**config.mk**
```make
export PLATFORM = sky130hd
export DESIGN_NAME = fsp_poller
export DESIGN_NICKNAME = d
export VERILOG_FILES = /design/src/logic/fsp_poller.v
export VERILOG_INCLUDE_DIRS = /design/src /design/src/logic
export SDC_FILE = /design/constraint.sdc
export NUM_CORES = 1
export LEC_CHECK = 0
export ABC_CLOCK_PERIOD_IN_PS = 2850
export BUFFER_PORTS_ARGS = -buffer_cell sky130_fd_sc_hd__buf_2
export CAP_MARGIN = 30
export CORE_UTILIZATION = 40
export CTS_CLUSTER_DIAMETER = 80
export CTS_CLUSTER_SIZE = 28
export DETAILED_ROUTE_END_ITERATION = 10
export GPL_ROUTABILITY_DRIVEN = 0
export PLACE_DENSITY = 0.72
export SKIP_LAST_GASP = 1
export SYNTH_ARGS = -nofsm -noshare
export SYNTH_HDL_FRONTEND = slang
export SYNTH_SLANG_ARGS = --single-unit
```
**constraint.sdc**
```tcl
create_clock -name core_clk -period 2.85 [get_ports core_clk]
set_input_delay 0.285 -clock core_clk [delete_from_list [all_inputs] [get_ports core_clk]]
set_output_delay 0.285 -clock core_clk [all_outputs]
set_load 0.02 [all_outputs]
```
**src/logic/fsp_defs.vh**
```
// constants for the flash status poller: register map, fields, commands, timing
// assumes a 25 MHz core clock and an 8-bit parallel flash on the far side
`ifndef FSP_DEFS_VH
`define FSP_DEFS_VH

// register byte addresses on the software port
`define FSP_REG_CTRL      5'h00
`define FSP_REG_ADDR      5'h04
`define FSP_REG_STATUS    5'h08
`define FSP_REG_IRQ_STAT  5'h0c
`define FSP_REG_IRQ_MASK  5'h10
`define FSP_REG_DATA      5'h14

// control register fields (start and abort are self-clearing strobes)
`define FSP_CTRL_START    0
`define FSP_CTRL_ABORT    1
`define FSP_CTRL_CE_DELIM 2
`define FSP_CTRL_SECTOR   3
`define FSP_CTRL_RESET    4'h0

// status register fields
`define FSP_ST_BUSY       0
`define FSP_ST_DONE       1
`define FSP_ST_FAIL       2
`define FSP_ST_ABORTED    3
`define FSP_ST_ERR_SEEN   4
`define FSP_ST_BYTE_LSB   8

// interrupt bits
`define FSP_IRQ_DONE      0
`define FSP_IRQ_FAIL      1
`define FSP_IRQ_ABORT     2
`define FSP_IRQ_W         3

// status byte positions on the flash data bus
`define FSP_POLL_BIT      7
`define FSP_GTOGGLE_BIT   6
`define FSP_LIMIT_ERR_BIT 5
`define FSP_ERASE_ST_BIT  3
`define FSP_STOGGLE_BIT   2

// command that returns the flash to array reading
`define FSP_CMD_RESET     8'hf0

// timing: figures in ns, cycle counts derived (least times round up)
`define FSP_CLK_NS        40
`define FSP_T_ACC_NS      90
`define FSP_T_WP_NS       35
`define FSP_T_HIGH_NS     20
`define FSP_ACC_CYC  ((`FSP_T_ACC_NS + `FSP_CLK_NS - 1) / `FSP_CLK_NS)
`define FSP_WP_CYC   ((`FSP_T_WP_NS + `FSP_CLK_NS - 1) / `FSP_CLK_NS)
`define FSP_HIGH_CYC ((`FSP_T_HIGH_NS + `FSP_CLK_NS - 1) / `FSP_CLK_NS)

`endif

```
**src/logic/fsp_poller.v**
```verilog
// flash status poller: runs the toggle-bit algorithm against a parallel flash
// that is busy with an embedded program or erase, and reports the outcome.
// assumes the flash pins are synchronous to core_clk and that software has
// already issued the program or erase command sequence before starting.
//
// Functional notes
// RL1: device toggle status valid after final write
// RL2: sector toggle flips only in erasing sectors; the flash model flips it at every address in mode 1
// RL3: read cycles delimited by output enable or chip
// RL4: general toggle flips only during active erase; the flash model also flips it while programming, in modes 0 and 2
// RL5: general toggle complements each busy read
// RL6: general toggle steady after completion or suspend
// RL7: host starts with two consecutive full reads
// RL8: no toggle means done; next read gives data
// RL9: toggling then error high: recheck two reads
// RL10: still toggling after error: fail, send reset
// RL11: leaving polling restarts from first read pair
// RL12: device error bit high on limit exceeded
// RL13: erase started bit one once erase begins; the flash model sets it in mode 1 only, not in suspend
// RL14: after erase start only suspend accepted
// RL15: polling bit encodes program/erase/suspend state
// RL16: non-erasing sectors read array data in suspend
// RL17: second read pair guards against transitions
// RL18: protected program toggles briefly then stops
// RL19: device toggles once per read cycle falling edge

`timescale 1ns/1ps
`default_nettype none
`include "fsp_defs.vh"

module fsp_poller (
    input  wire        core_clk,
    input  wire        rst_n,
    input  wire [4:0]  reg_addr,
    input  wire [31:0] reg_wdata,
    input  wire        reg_wr,
    input  wire        reg_rd,
    output reg  [31:0] reg_rdata,
    output reg         irq,
    output reg  [16:0] fl_addr,
    input  wire [7:0]  fl_dq_in,
    output reg  [7:0]  fl_dq_out,
    output reg         fl_dq_oe,
    output reg         fl_ce_n,
    output reg         fl_oe_n,
    output reg         fl_we_n
);

    localparam [2:0] S_IDLE = 3'h0;
    localparam [2:0] S_RD   = 3'h1;
    localparam [2:0] S_GAP  = 3'h2;
    localparam [2:0] S_EVAL = 3'h3;
    localparam [2:0] S_WR   = 3'h4;
    localparam [2:0] S_WEND = 3'h5;

    localparam [2:0] P_R1    = 3'h0;
    localparam [2:0] P_R2    = 3'h1;
    localparam [2:0] P_R3    = 3'h2;
    localparam [2:0] P_R4    = 3'h3;
    localparam [2:0] P_FINAL = 3'h4;

    // counts fit in four bits; the cut from the integer value is deliberate
    localparam integer ACC_INT  = `FSP_ACC_CYC;
    localparam integer WP_INT   = `FSP_WP_CYC;
    localparam integer HIGH_INT = `FSP_HIGH_CYC;
    localparam [3:0]   ACC_CYC  = ACC_INT[3:0];
    localparam [3:0]   WP_CYC   = WP_INT[3:0];
    localparam [3:0]   HIGH_CYC = HIGH_INT[3:0];

    // one-hot interrupt events, in the layout of the status and mask registers
    localparam [`FSP_IRQ_W-1:0] EV_DONE  = 3'h1;
    localparam [`FSP_IRQ_W-1:0] EV_FAIL  = 3'h2;
    localparam [`FSP_IRQ_W-1:0] EV_ABORT = 3'h4;

    // the toggle bit under watch: sector bit tells which sector erases,
    // general bit tells active erase or program from suspend
    function tbit;
        input [7:0] b;
        input       sector;
        begin
            tbit = sector ? b[`FSP_STOGGLE_BIT] : b[`FSP_GTOGGLE_BIT];
        end
    endfunction

    // address decode shared by every register write
    function hit;
        input [4:0] a;
        input [4:0] r;
        begin
            hit = (a == r);
        end
    endfunction

    reg  [2:0]  state;
    reg  [2:0]  phase;
    reg  [3:0]  cnt;
    reg  [7:0]  first_byte;
    reg  [7:0]  last_byte;
    reg  [7:0]  array_data;
    reg         ce_delim;
    reg         sector_sel;
    reg  [16:0] poll_addr;
    reg         abort_pend;
    reg         busy;
    reg         done;
    reg         fail;
    reg         aborted;
    reg         err_seen;
    reg  [`FSP_IRQ_W-1:0] irq_stat;
    reg  [`FSP_IRQ_W-1:0] irq_mask;
    reg  [`FSP_IRQ_W-1:0] events;

    wire wr_ctrl = reg_wr && hit(reg_addr, `FSP_REG_CTRL);
    wire start   = wr_ctrl && reg_wdata[`FSP_CTRL_START] && !busy;
    // compared only inside a pair: reads one and two, or three and four
    wire toggled = tbit(first_byte, sector_sel) != tbit(last_byte, sector_sel);

    // configuration and address registers
    always @(posedge core_clk) begin
        if (!rst_n) begin
            ce_delim   <= 1'b0;
            sector_sel <= 1'b0;
            poll_addr  <= 17'h00000;
            irq_mask   <= {`FSP_IRQ_W{1'b0}};
        end else begin
            // frozen while busy so one poll never mixes watched bits or delimiters
            if (wr_ctrl && !busy) begin
                ce_delim   <= reg_wdata[`FSP_CTRL_CE_DELIM];
                sector_sel <= reg_wdata[`FSP_CTRL_SECTOR];
            end
            if (reg_wr && hit(reg_addr, `FSP_REG_ADDR) && !busy)
                poll_addr <= reg_wdata[16:0];
            if (reg_wr && hit(reg_addr, `FSP_REG_IRQ_MASK))
                irq_mask <= reg_wdata[`FSP_IRQ_W-1:0];
        end
    end

    // sticky interrupt status: a new event wins over a write-one clear
    always @(posedge core_clk) begin
        if (!rst_n) begin
            irq_stat <= {`FSP_IRQ_W{1'b0}};
            irq      <= 1'b0;
        end else begin
            if (reg_wr && hit(reg_addr, `FSP_REG_IRQ_STAT))
                irq_stat <= (irq_stat & ~reg_wdata[`FSP_IRQ_W-1:0]) | events;
            else
                irq_stat <= irq_stat | events;
            // registered, so irq trails the status bits by one cycle
            irq <= |(irq_stat & irq_mask);
        end
    end

    // read data stand in the cycle after the strobe only
    always @(posedge core_clk) begin
        if (!rst_n) begin
            reg_rdata <= 32'h00000000;
        end else if (reg_rd) begin
            case (reg_addr)
                `FSP_REG_CTRL:
                    reg_rdata <= {28'h0000000, sector_sel, ce_delim, 2'h0};
                `FSP_REG_ADDR:
                    reg_rdata <= {15'h0000, poll_addr};
                `FSP_REG_STATUS:
                    reg_rdata <= {16'h0000, last_byte, 3'h0, err_seen, aborted, fail,
                                  done, busy};
                `FSP_REG_IRQ_STAT:
                    reg_rdata <= {29'h00000000, irq_stat};
                `FSP_REG_IRQ_MASK:
                    reg_rdata <= {29'h00000000, irq_mask};
                `FSP_REG_DATA:
                    reg_rdata <= {24'h000000, array_data};
                default:
                    reg_rdata <= 32'h00000000;
            endcase
        end else begin
            // zero outside the answer cycle so stale data is never taken twice
            reg_rdata <= 32'h00000000;
        end
    end

    // polling sequencer
    always @(posedge core_clk) begin
        if (!rst_n) begin
            state      <= S_IDLE;
            phase      <= P_R1;
            cnt        <= 4'h0;
            first_byte <= 8'h00;
            last_byte  <= 8'h00;
            array_data <= 8'h00;
            abort_pend <= 1'b0;
            busy       <= 1'b0;
            done       <= 1'b0;
            fail       <= 1'b0;
            aborted    <= 1'b0;
            err_seen   <= 1'b0;
            events     <= {`FSP_IRQ_W{1'b0}};
            fl_addr    <= 17'h00000;
            fl_dq_out  <= 8'h00;
            fl_dq_oe   <= 1'b0;
            fl_ce_n    <= 1'b1;
            fl_oe_n    <= 1'b1;
            fl_we_n    <= 1'b1;
        end else begin
            events <= {`FSP_IRQ_W{1'b0}};
            // an abort asked for outside a poll is dropped
            if (wr_ctrl && reg_wdata[`FSP_CTRL_ABORT] && busy)
                abort_pend <= 1'b1;
            case (state)
                S_IDLE: begin
                    // every enable high between polls leaves the flash in standby
                    fl_ce_n  <= 1'b1;
                    fl_oe_n  <= 1'b1;
                    fl_we_n  <= 1'b1;
                    fl_dq_oe <= 1'b0;
                    if (start) begin
                        // every start opens with a fresh first pair
                        busy       <= 1'b1; // RL11
                        done       <= 1'b0;
                        fail       <= 1'b0;
                        aborted    <= 1'b0;
                        err_seen   <= 1'b0;
                        abort_pend <= 1'b0;
                        phase      <= P_R1; // RL7
                        fl_addr    <= poll_addr;
                        fl_ce_n    <= 1'b0;
                        fl_oe_n    <= 1'b0;
                        cnt        <= ACC_CYC;
                        state      <= S_RD;
                    end
                end
                S_RD: begin
                    // hold both enables low through the access time
                    fl_ce_n <= 1'b0;
                    fl_oe_n <= 1'b0;
                    if (cnt == 4'h1) begin
                        last_byte <= fl_dq_in;
                        state     <= S_EVAL;
                    end else begin
                        cnt <= cnt - 4'h1;
                    end
                end
                S_EVAL: begin
                    // end the read cycle on the chosen enable; the other stays low
                    fl_ce_n <= ce_delim; // RL3
                    fl_oe_n <= ~ce_delim; // RL3
                    cnt     <= HIGH_CYC;
                    state   <= S_GAP;
                    case (phase)
                        P_R1: begin
                            first_byte <= last_byte;
                            phase      <= P_R2;
                        end
                        P_R2: begin
                            if (!toggled) begin
                                phase <= P_FINAL; // RL8
                            end else if (last_byte[`FSP_LIMIT_ERR_BIT]) begin
                                err_seen <= 1'b1;
                                phase    <= P_R3; // RL9
                            end else if (abort_pend) begin
                                // abort lands only between pairs, never inside a read
                                aborted <= 1'b1;
                                busy    <= 1'b0;
                                events  <= EV_ABORT;
                                fl_ce_n <= 1'b1;
                                fl_oe_n <= 1'b1;
                                state   <= S_IDLE;
                            end else begin
                                phase <= P_R1;
                            end
                        end
                        P_R3: begin
                            // the first pair may have caught status mid-change
                            first_byte <= last_byte; // RL17
                            phase      <= P_R4;
                        end
                        P_R4: begin
                            if (!toggled) begin
                                phase <= P_FINAL; // RL8
                            end else begin
                                // operation failed: put the reset command out
                                fl_ce_n   <= 1'b1;
                                fl_oe_n   <= 1'b1;
                                fl_dq_out <= `FSP_CMD_RESET; // RL10
                                state     <= S_WEND;
                            end
                        end
                        P_FINAL: begin
                            // the flash stopped toggling, so this read is array data
                            array_data <= last_byte; // RL8
                            done       <= 1'b1;
                            busy       <= 1'b0;
                            events     <= EV_DONE;
                            fl_ce_n    <= 1'b1;
                            fl_oe_n    <= 1'b1;
                            state      <= S_IDLE;
                        end
                        default: begin
                            phase <= P_R1;
                        end
                    endcase
                end
                S_GAP: begin
                    // the delimiting enable high here lets the flash count the next falling edge as a new read
                    if (cnt == 4'h1) begin
                        fl_ce_n <= 1'b0;
                        fl_oe_n <= 1'b0;
                        cnt     <= ACC_CYC;
                        state   <= S_RD;
                    end else begin
                        cnt <= cnt - 4'h1;
                    end
                end
                S_WEND: begin
                    // one idle cycle lets the flash release the bus first
                    fl_dq_oe <= 1'b1;
                    fl_ce_n  <= 1'b0;
                    fl_we_n  <= 1'b0;
                    cnt      <= WP_CYC;
                    state    <= S_WR;
                end
                S_WR: begin
                    if (cnt == 4'h1) begin
                        fl_we_n  <= 1'b1;
                        fl_ce_n  <= 1'b1;
                        fl_dq_oe <= 1'b0;
                        // the flash is back to array reads, but the operation failed
                        fail     <= 1'b1; // RL10
                        busy     <= 1'b0;
                        events   <= EV_FAIL;
                        state    <= S_IDLE;
                    end else begin
                        cnt <= cnt - 4'h1;
                    end
                end
                default: begin
                    state <= S_IDLE;
                end
            endcase
        end
    end

endmodule // fsp_poller

`default_nettype wire

```
# [After elaboration in Yosys (flattened, before gate mapping)]
# Index checks and enable logic that the tools add are counted.
[op_classes] addsub=1 n_eq_ne=34 n_mux=70 n_bitwise=6 n_reduce_logical=43
[op_table] op="17-bit one-hot mux with 6 select lines" n=1
[op_table] op="3-bit two-way mux" n=14
[op_table] op="1-bit two-way mux" n=29
[op_table] op="2-bit != test, second input constant" n=10
[op_table] op="3-bit one-hot mux with 2 select lines" n=3
[op_table] op="3-bit one-hot mux with 6 select lines" n=1
[op_table] op="4-bit one-hot mux with 4 select lines" n=1
[op_table] op="1-bit one-hot mux with 3 select lines" n=5
[op_table] op="3-bit one-hot mux with 5 select lines" n=1
[op_table] op="3-bit AND reduction" n=5
[op_table] op="2-bit AND reduction" n=7
[op_table] op="3-bit by 2-bit equality test with 1-bit output, second input constant" n=4
[op_table] op="4-bit two-way mux" n=3
[op_table] op="3-bit != test, second input constant" n=4
[op_table] op="5-bit by 4-bit equality test with 1-bit output, second input constant" n=2
[op_table] op="5-bit equality test, second input constant" n=2
[op_table] op="1-bit logical AND" n=10
[op_table] op="1-bit one-hot mux with 2 select lines" n=5
[op_table] op="5-bit AND reduction" n=2
[op_table] op="3-bit equality test, second input constant" n=3
[op_table] op="3-bit one-hot mux with 3 select lines" n=1
[op_table] op="2-bit two-way mux" n=4
[op_table] op="4-bit nonzero test" n=2
[op_table] op="2-bit OR reduction" n=4
[op_table] op="24 further kinds" n=31
[word_totals] regBits=122 out_inout_bits=62 wordCells=180

# [Longest topological paths before layout]
# Gate-level depths: netlist (run 1).
[logic_depth] ltp_word=7 depth_mapped=9 mapped_depth_nobuf=7

# [Worst setup path after synthesis (run 1)]
# Ideal clock, no wire load.
[synth_path] kind="input port to flip-flop" startpoint="input port reg_addr[4]" endpoint="register err_seen" arrival_ns=2.346 path_slack_ns=0.377 stages=9 n_path_buf=4 cell_sequence="buf_2 or4_4 or4b_4 buf_6 or4_4 buf_6 buf_6 a32oi_2 nor2_1"
[synth_via] elab_chain_cells=6
[synth_lines] item="start: declaration" line="fsp_poller.v:34" rtl="input wire [4:0] reg_addr,"
[synth_lines] item="5-bit logical NOT" line="fsp_poller.v:90" rtl="hit = (a == r);"
[synth_lines] item="1-bit logical AND" line="fsp_poller.v:113" rtl="wire wr_ctrl = reg_wr && hit(reg_addr, `FSP_REG_CTRL);"
[synth_lines] item="1-bit logical AND (2 in series)" line="fsp_poller.v:114" rtl="wire start = wr_ctrl && reg_wdata[`FSP_CTRL_START] && !busy;"
[synth_lines] item="2-bit != test (no source line)"
[synth_lines] item="5-bit AND reduction (no source line)"
[synth_lines] item="end signal: assignment" line="fsp_poller.v:195" rtl="err_seen <= 1'b0;"
[synth_lines] item="end signal: assignment" line="fsp_poller.v:221" rtl="err_seen <= 1'b0;"
[synth_lines] item="end signal: assignment" line="fsp_poller.v:257" rtl="err_seen <= 1'b1;"
[synth_lines] item="end: declaration" line="fsp_poller.v:108" rtl="reg err_seen;"
# No other way between the ends.
# A chain may end at the register's enable or synchronous reset.

# [Final worst setup path (run 1)]
[layout_path] startpoint="input port reg_addr[1]" endpoint="register fail"
[layout_via] elab_chain_cells=6
[layout_lines] item="5-bit logical NOT" line="fsp_poller.v:90"
[layout_lines] item="1-bit logical AND" line="fsp_poller.v:113"
[layout_lines] item="1-bit logical AND (2 in series)" line="fsp_poller.v:114"
[layout_lines] item="2-bit != test (no source line)"
[layout_lines] item="3-bit AND reduction (no source line)"
[layout_lines] item="end signal: assignment" line="fsp_poller.v:193" rtl="fail <= 1'b0;"
[layout_lines] item="end signal: assignment" line="fsp_poller.v:219" rtl="fail <= 1'b0;"
[layout_lines] item="end signal: assignment" line="fsp_poller.v:327" rtl="fail <= 1'b1;"
[layout_lines] item="end: declaration" line="fsp_poller.v:106" rtl="reg fail;"
# No other way between the ends.

==> results of run 1 <==
[state kept, by name, indices dropped and copies added, names as in the netlist, 2 cells and up]
register / cells
poll_addr: 17
fl_addr: 17
last_byte: 8
reg_rdata: 17
events: 3
first_byte: 2
irq_stat: 3
state: 3
array_data: 8
phase: 3
irq_mask: 3
cnt: 4
[routing by layer]
metal / vias to the layer above / track usage
li1: 1867 / -
met5: - / 0
met4: 0 / 0.0714
met2: 130 / 0.302
met3: 19 / 0.0368
met1: 1806 / 0.239
[Yosys cell counts, types with 2 or more instances]
| library cell | n |
|---|---|
| nor2b_1 | 6 |
| mux2_2 | 3 |
| a21oi_1 | 56 |
| o21ai_0 | 14 |
| buf_4 | 22 |
| nand3_1 | 10 |
| a21o_1 | 2 |
| xor2_1 | 2 |
| and2_1 | 3 |
| clkbuf_1 | 28 |
| and3b_1 | 3 |
| o31ai_1 | 2 |
| inv_1 | 6 |
| nor2_1 | 63 |
| nand2b_1 | 4 |
| a222oi_1 | 3 |
| nand3b_1 | 2 |
| mux2i_1 | 17 |
| nand4_1 | 3 |
| buf_6 | 3 |
| or4_4 | 2 |
| ha_1 | 2 |
| o22ai_1 | 2 |
| nand2_1 | 103 |
| a31oi_1 | 4 |
| a22o_1 | 3 |
| o211ai_1 | 2 |
| dfxtp_1 | 102 |
| buf_2 | 3 |
| a22oi_1 | 16 |
| nor3_1 | 9 |
| and3_1 | 4 |
[final cells by class]
cell class	count	area, sq um
timing repair buffer	83	433
multi-input combinational	379	2030
tap	136	170
sequential	102	2040
fill	1045	5520
clock buffer	10	138
inverter	6	22.5
clock inverter	6	62.6
[power by group through the flow]
| stage | Clock, mW | Sequential, mW | Combinational (mW) |
|---|---|---|---|
| floorplan | 0 | 1.55 | 0.407 |
| global placement | 0 | 1.61 | 0.435 |
| detailed placement | 0 | 1.61 | 0.452 |
| CTS | 0.929 | 1.58 | 0.455 |
| global route | 0.989 | 1.59 | 0.508 |
| finish | 0.910 | 1.58 | 0.459 |
[worst register-to-register path: stages, from the launching register on]
cell,delay [ps]
dfxtp_1,870
nand3b_1,390
nor3_1,460
mux2i_1,250
nor2_1,50
[worst min-delay path by stage]
stage                         startpoint                    endpoint  depth (start not counted)
CTS                        reg_wdata[11]  poll_addr[11]$_SDFFE_PN0P_                          3
global route               reg_wdata[13]  poll_addr[13]$_SDFFE_PN0P_                          3
global placement    events[1]$_SDFF_PN0_      irq_stat[1]$_SDFF_PN0_                          2
detailed placement  events[2]$_SDFF_PN0_      irq_stat[2]$_SDFF_PN0_                          2
finish                      reg_wdata[8]   poll_addr[8]$_SDFFE_PN0P_                          3
floorplan           events[0]$_SDFF_PN0_      irq_stat[0]$_SDFF_PN0_                          2
[cell usage in the layout (no fill, tap or decap), types with 3 or more instances in the layout]
cell / instances
a21oi_1: 56
a222oi_1: 3
a22o_1: 3
a22oi_1: 16
a31oi_1: 4
and2_1: 3
and3_1: 4
and3b_1: 3
buf_2: 76
buf_4: 7
clkbuf_8: 10
conb_1: 19
dfxtp_1: 102
inv_1: 5
mux2_2: 3
mux2i_1: 17
nand2_1: 103
nand2b_1: 4
nand3_1: 10
nand4_1: 3
nor2_1: 63
nor2b_1: 6
nor3_1: 9
o21ai_0: 14
[kinds of logic after synthesis]
kind of cell	after synthesis
simple gates	220
compound gates	115
flops	102
buf+inv	63
mux	20
fa+ha+maj	3
xor+xnor	2
other cells	1
==> impl_metrics.json, run 1 <==
{
  "synth-xor-area-share": 0.00403,
  "wl_met1_microns": 4720,
  "area_delta_synth_final_pct": 12.6,
  "wl_microns": 10400,
  "post-route-min-period_ps": 2220,
  "antenna_cells": 0,
  "synthSimpleGateAreaFrac": 0.227,
  "hpwl_microns": 7270,
  "synth-edff-count": 0,
  "grt_usage": 0.185,
  "finClkSkew_ps": 15.2,
  "synth_top_area_cell": "dfxtp_1",
  "cts_setup_buffers": 0,
  "cts_resized": 0,
  "route.met2.wl_microns": 5020,
  "vias": 3822,
  "cp_slowest_cell": "or4_4",
  "ir_drop_mv": 0.278,
  "fin_cells": 722,
  "path_buf_inv": 1,
  "numCtsBuffers": 9,
  "drtAntennaViolNets": 0,
  "rsz0062_at_grt": "no",
  "grt_overflow": 0,
  "worstMarginPinSlew_ps": 826,
  "grt_max_degree": 43,
  "drc": 0,
  "fin_ws_ps": 634,
  "crit_path_start": "reg_addr[1]",
  "layout-drive-gt1-share": 0.188,
  "worst-path-stages": 6,
  "port_buffers": 76,
  "comb_power_share": 0.156,
  "final_core_util": 0.470,
  "max-slew-margin-rel": 0.449,
  "io-pin-count": 111,
  "dieArea_sq_um": 11300,
  "synthArstFlopShare": 0,
  "crit_path_end_kind": "flip-flop",
  "synth_compound_area_frac": 0.164,
  "crit_arrival_ps": 2470,
  "ctsHoldBuffers": 0,
  "seq_power_share": 0.536,
  "synth.area.mux_share": 0.0469,
  "top_layer": "met4",
  "yosysSeqAreaShare": 0.470,
  "final_area_sq_um": 4900,
  "start_kind": "input pin",
  "yosys_warnings": 0,
  "met3_length_microns": 513,
  "r2r_slack_ps": 710,
  "crit_family": "simple AND/OR/NAND/NOR gates",
  "hold_viol_final": 0,
  "path_clk_slew_ps": 110,
  "crit_fanout": 24,
  "grt_pass1_wl_microns": 16600,
  "syn_area_sq_um": 4350,
  "die_y_microns": 106,
  "ys_types": 54,
  "place_area_sq_um": 4700,
  "syn_inst": 526,
  "drt_iter0_drc": 419,
  "synthAdderAreaFrac": 0.00806,
  "max_freq_mhz": 451,
  "setup_viol": 0,
  "start_util": 0.418,
  "holdWs_ps": 135,
  "maxCapViolCount": 0,
  "switching_share": 0.313,
  "syn_avg_cell_area_sq_um": 8.27,
  "power_switching_uw": 925,
  "vias_per_cell": 5.29,
  "htree_num_levels": 3,
  "r2r_end": "first_byte[2]$_SDFFE_PN0P_",
  "synthFlopType": "dfxtp_1",
  "finalPower_mw": 2.95,
  "num-nets-final": 632,
  "reg2reg_from": "state[0]$_SDFFE_PN0P_",
  "ys_ff_latch": 102,
  "insertion_delay_ps": 380,
  "fin_setup_tns_ps": 0,
  "antenna_found_initial": 0,
  "p_leak_nw": 2.01,
  "core_sq_um": 10400,
  "power.density_nw_per_um2": 603,
  "r2r_cells": 4,
  "cp.required_ps": 3100,
  "p_int_mw": 2.03,
  "crit_type": "input pin to flip-flop",
  "path_cells": "buf_2 > or4_4 > or4b_4 > or4_4 > a22oi_1 > nor2_1",
  "period_share": 0.778,
  "cts-root-buf": "clkbuf_8",
  "status": "completed",
  "crit_path_frequent_cell": "or4_4",
  "synth_top_area_frac": 0.470,
  "tritoncts": "done",
  "dp_slack_ps": 250,
  "rows": 37,
  "clkPwrFrac": 0.308,
  "dp_cells": 706,
  "first_global_vias": 3415,
  "endpoint": "fail$_SDFFE_PN0P_",
  "hp-class": "input pin to flip-flop",
  "drt-wirelength-per-cell_microns": 14.5,
  "drtPass1Iterations": 5,
  "synth_area_leaders": "dfxtp_1 47%, nand2_1 8.9%, a21oi_1 6.4%",
  "max_stage_delay_ps": 620,
  "cts.path.max_buffers": 2,
  "die_width_microns": 106,
  "slew_viol_final": 0,
  "clock-sinks": 102,
  "synth_top_family_by_area": "simple AND/OR/NAND/NOR gates"
}
No activity file was read; power rests on OpenSTA's default activity.
==> inputs of run 2 (changes only) <==
- ABC_AREA: not set -> 1
- ABC_CLOCK_PERIOD_IN_PS: 2850 -> 2100
- clock period: 2.85 -> 2.1 ns (I/O delays scaled with it)
==> run 2 against run 1 <==
Critical path depth up 1; wire length up 7.8%; utilization up 0.56 points; hold slack worse by 45 ps; sequential cell count unchanged; final area up 6.2%.
==> impl_metrics.json, run 2 <==
{
  "hpwl_microns": 8500,
  "vias": 4208,
  "cts_setup_buffers": 0,
  "met3_length_microns": 780,
  "start_kind": "flip-flop",
  "synth_most_common_cell": "nand2_1",
  "multiInputGateArea_sq_um": 2020,
  "crit_path_frequent_cell": "nand2_2",
  "grt_usage": 0.199,
  "ys_top_cells_by_count": "105 x nand2_1, 102 x dfxtp_1, 77 x nor2_1, 67 x a21oi_1, 60 x inv_1",
  "numCtsBuffers": 9,
  "finClkSkew_ps": 5.77,
  "finalPower_mw": 4.83,
  "dp_cells": 811,
  "start_util": 0.415,
  "clock-sinks": 102,
  "synth_top_area_frac": 0.450,
  "drt-wirelength-per-cell_microns": 13.6,
  "num-nets-final": 733,
  "path_buf_inv": 1,
  "ir_drop_mv": 0.487,
  "syn_inst": 614,
  "fin_setup_tns_ps": 0,
  "dp_slack_ps": 200,
  "post-route-min-period_ps": 1740,
  "cp_slowest_cell": "dfxtp_1",
  "drc": 0,
  "yosys_warnings": 0,
  "io-pin-count": 111,
  "area_delta_synth_final_pct": 14.7,
  "final_core_util": 0.476,
  "synth_area_leaders": "dfxtp_1 45%, nand2_1 8.7%, a21oi_1 7.4%",
  "syn_area_sq_um": 4530,
  "drtPass1Iterations": 4,
  "hold_viol_final": 0,
  "holdWs_ps": 89.8,
  "wl_met1_microns": 4980,
  "ys_types": 31,
  "crit_arrival_ps": 1980,
  "ctsHoldBuffers": 0,
  "path_clk_slew_ps": 70,
  "period_share": 0.827,
  "syn_avg_cell_area_sq_um": 7.38,
  "hp-class": "input pin to flip-flop",
  "maxCapViolCount": 0,
  "antenna_cells": 0,
  "final_area_sq_um": 5200,
  "grt_overflow": 0,
  "top_regs": "fl_addr (17), poll_addr (17), reg_rdata (17)",
  "drtAntennaViolNets": 0,
  "rsz0062_at_grt": "no",
  "fin_ws_ps": 362,
  "crit_family": "flip-flops",
  "max_freq_mhz": 576,
  "max-slew-margin-rel": 0.605,
  "grt_pass1_wl_microns": 18200,
  "cts_resized": 0,
  "die_y_microns": 108,
  "route.met2.wl_microns": 5280,
  "core_sq_um": 10900,
  "synthArstFlopShare": 0,
  "layout-drive-gt1-share": 0.186,
  "setup_viol": 0,
  "crit_path_end_kind": "flip-flop",
  "wl_microns": 11300,
  "final_common_cell": "nand2_1",
  "seqCellArea_sq_um": 2040,
  "cts.path.max_buffers": 2,
  "mostFrequentLayoutCells": "105 x nand2_1, 102 x dfxtp_1, 77 x nor2_1",
  "max_stage_delay_ps": 700,
  "slew_viol_final": 0,
  "first_global_vias": 3854,
  "status": "completed",
  "grt_max_degree": 53,
  "cp.required_ps": 2340,
  "insertion_delay_ps": 350,
  "synthFlopType": "dfxtp_1",
  "drt_iter0_drc": 219,
  "crit_fanout": 9,
  "dieArea_sq_um": 11800,
  "cts-root-buf": "clkbuf_16",
  "place_area_sq_um": 4920,
  "num-fill-cells": 1117,
  "rows": 38,
  "p_leak_nw": 2.27,
  "crit_type": "flip-flop to flip-flop",
  "power.density_nw_per_um2": 928,
  "die_width_microns": 108,
  "tritoncts": "done",
  "vias_per_cell": 5.09,
  "htree_num_levels": 3,
  "antenna_found_initial": 1,
  "path_cells": "inv_1 > nand2_2 > nand2_2 > a21oi_4 > nand2_2 > a31oi_1 > nor2_1",
  "synth_top_area_cell": "dfxtp_1",
  "yosysSeqAreaShare": 0.450,
  "worstMarginPinSlew_ps": 592,
  "fin_cells": 827,
  "synth-edff-count": 0,
  "top_layer": "met5",
  "ys_ff_latch": 102,
  "port_buffers": 76
}
-- run 2: changes by cell type in the layout (fill, tap and decap cells not counted), moves of 8 or more --
cell / previous run / this run
a21oi_1: 56 / 67
nand4_1: 3 / 11
clkbuf_8: 10 / 0
inv_1: 5 / 60
clkbuf_16: 0 / 9
a22oi_1: 16 / 1
nor2_1: 63 / 77
nand3_1: 10 / 43
o21ai_0: 14 / 50
mux2i_1: 17 / 0
-- run 2: tightest hold or removal path, stage by stage --
cell and delay (ps):
buf_2 70, nor2_1 30, nor2_1 80
-- run 2: report_power, final --
part	internal [mW]	switching [mW]	leakage [nW]	total, mW
clock	0.822	0.764	0.134	1.59
combinational	0.335	0.755	1.31	1.09
sequential	2.05	0.101	0.824	2.15
-- run 2: final timing paths --
check / startpoint / to / slack [ps] / cells past startpoint
hold / removal: fl_dq_in[1] / last_byte[1]$_SDFFE_PN0P_ / 90 / 3
setup / recovery: state[2]$_SDFFE_PN0P_ / cnt[2]$_SDFFE_PN0P_ / 360 / 7
setup reg to reg: state[2]$_SDFFE_PN0P_ / cnt[2]$_SDFFE_PN0P_ / 360 / 7
hold reg to reg: events[1]$_SDFF_PN0_ / irq_stat[1]$_SDFF_PN0_ / 440 / 2
-- run 2: per-layer routing --
layer,GRT usage,up-vias
met4,0.0666,2
met3,0.0470,23
li1,-,2092
met5,0,-
met1,0.246,1932
met2,0.337,159
-- run 2: area by class of cell --
class	count	area share
clock inverters	6	0.00986
multi-input cells	419	0.387
inverters	66	0.0479
clock buffers	10	0.0440
repair buffers	84	0.0847
well taps	140	0.0337
flip-flops and latches	102	0.392
-- run 2: cell families (layout without fill, tap and decap cells) --
family / after synthesis / in the layout / share of synthesized area
simple gates: 267 / 267 / 0.270
compound gates: 131 / 131 / 0.153
buf+inv: 111 / 166 / 0.120
flops: 102 / 102 / 0.450
fa+ha+maj: 2 / 2 / 0.00552
other cells: 1 / 19 / 0.000827
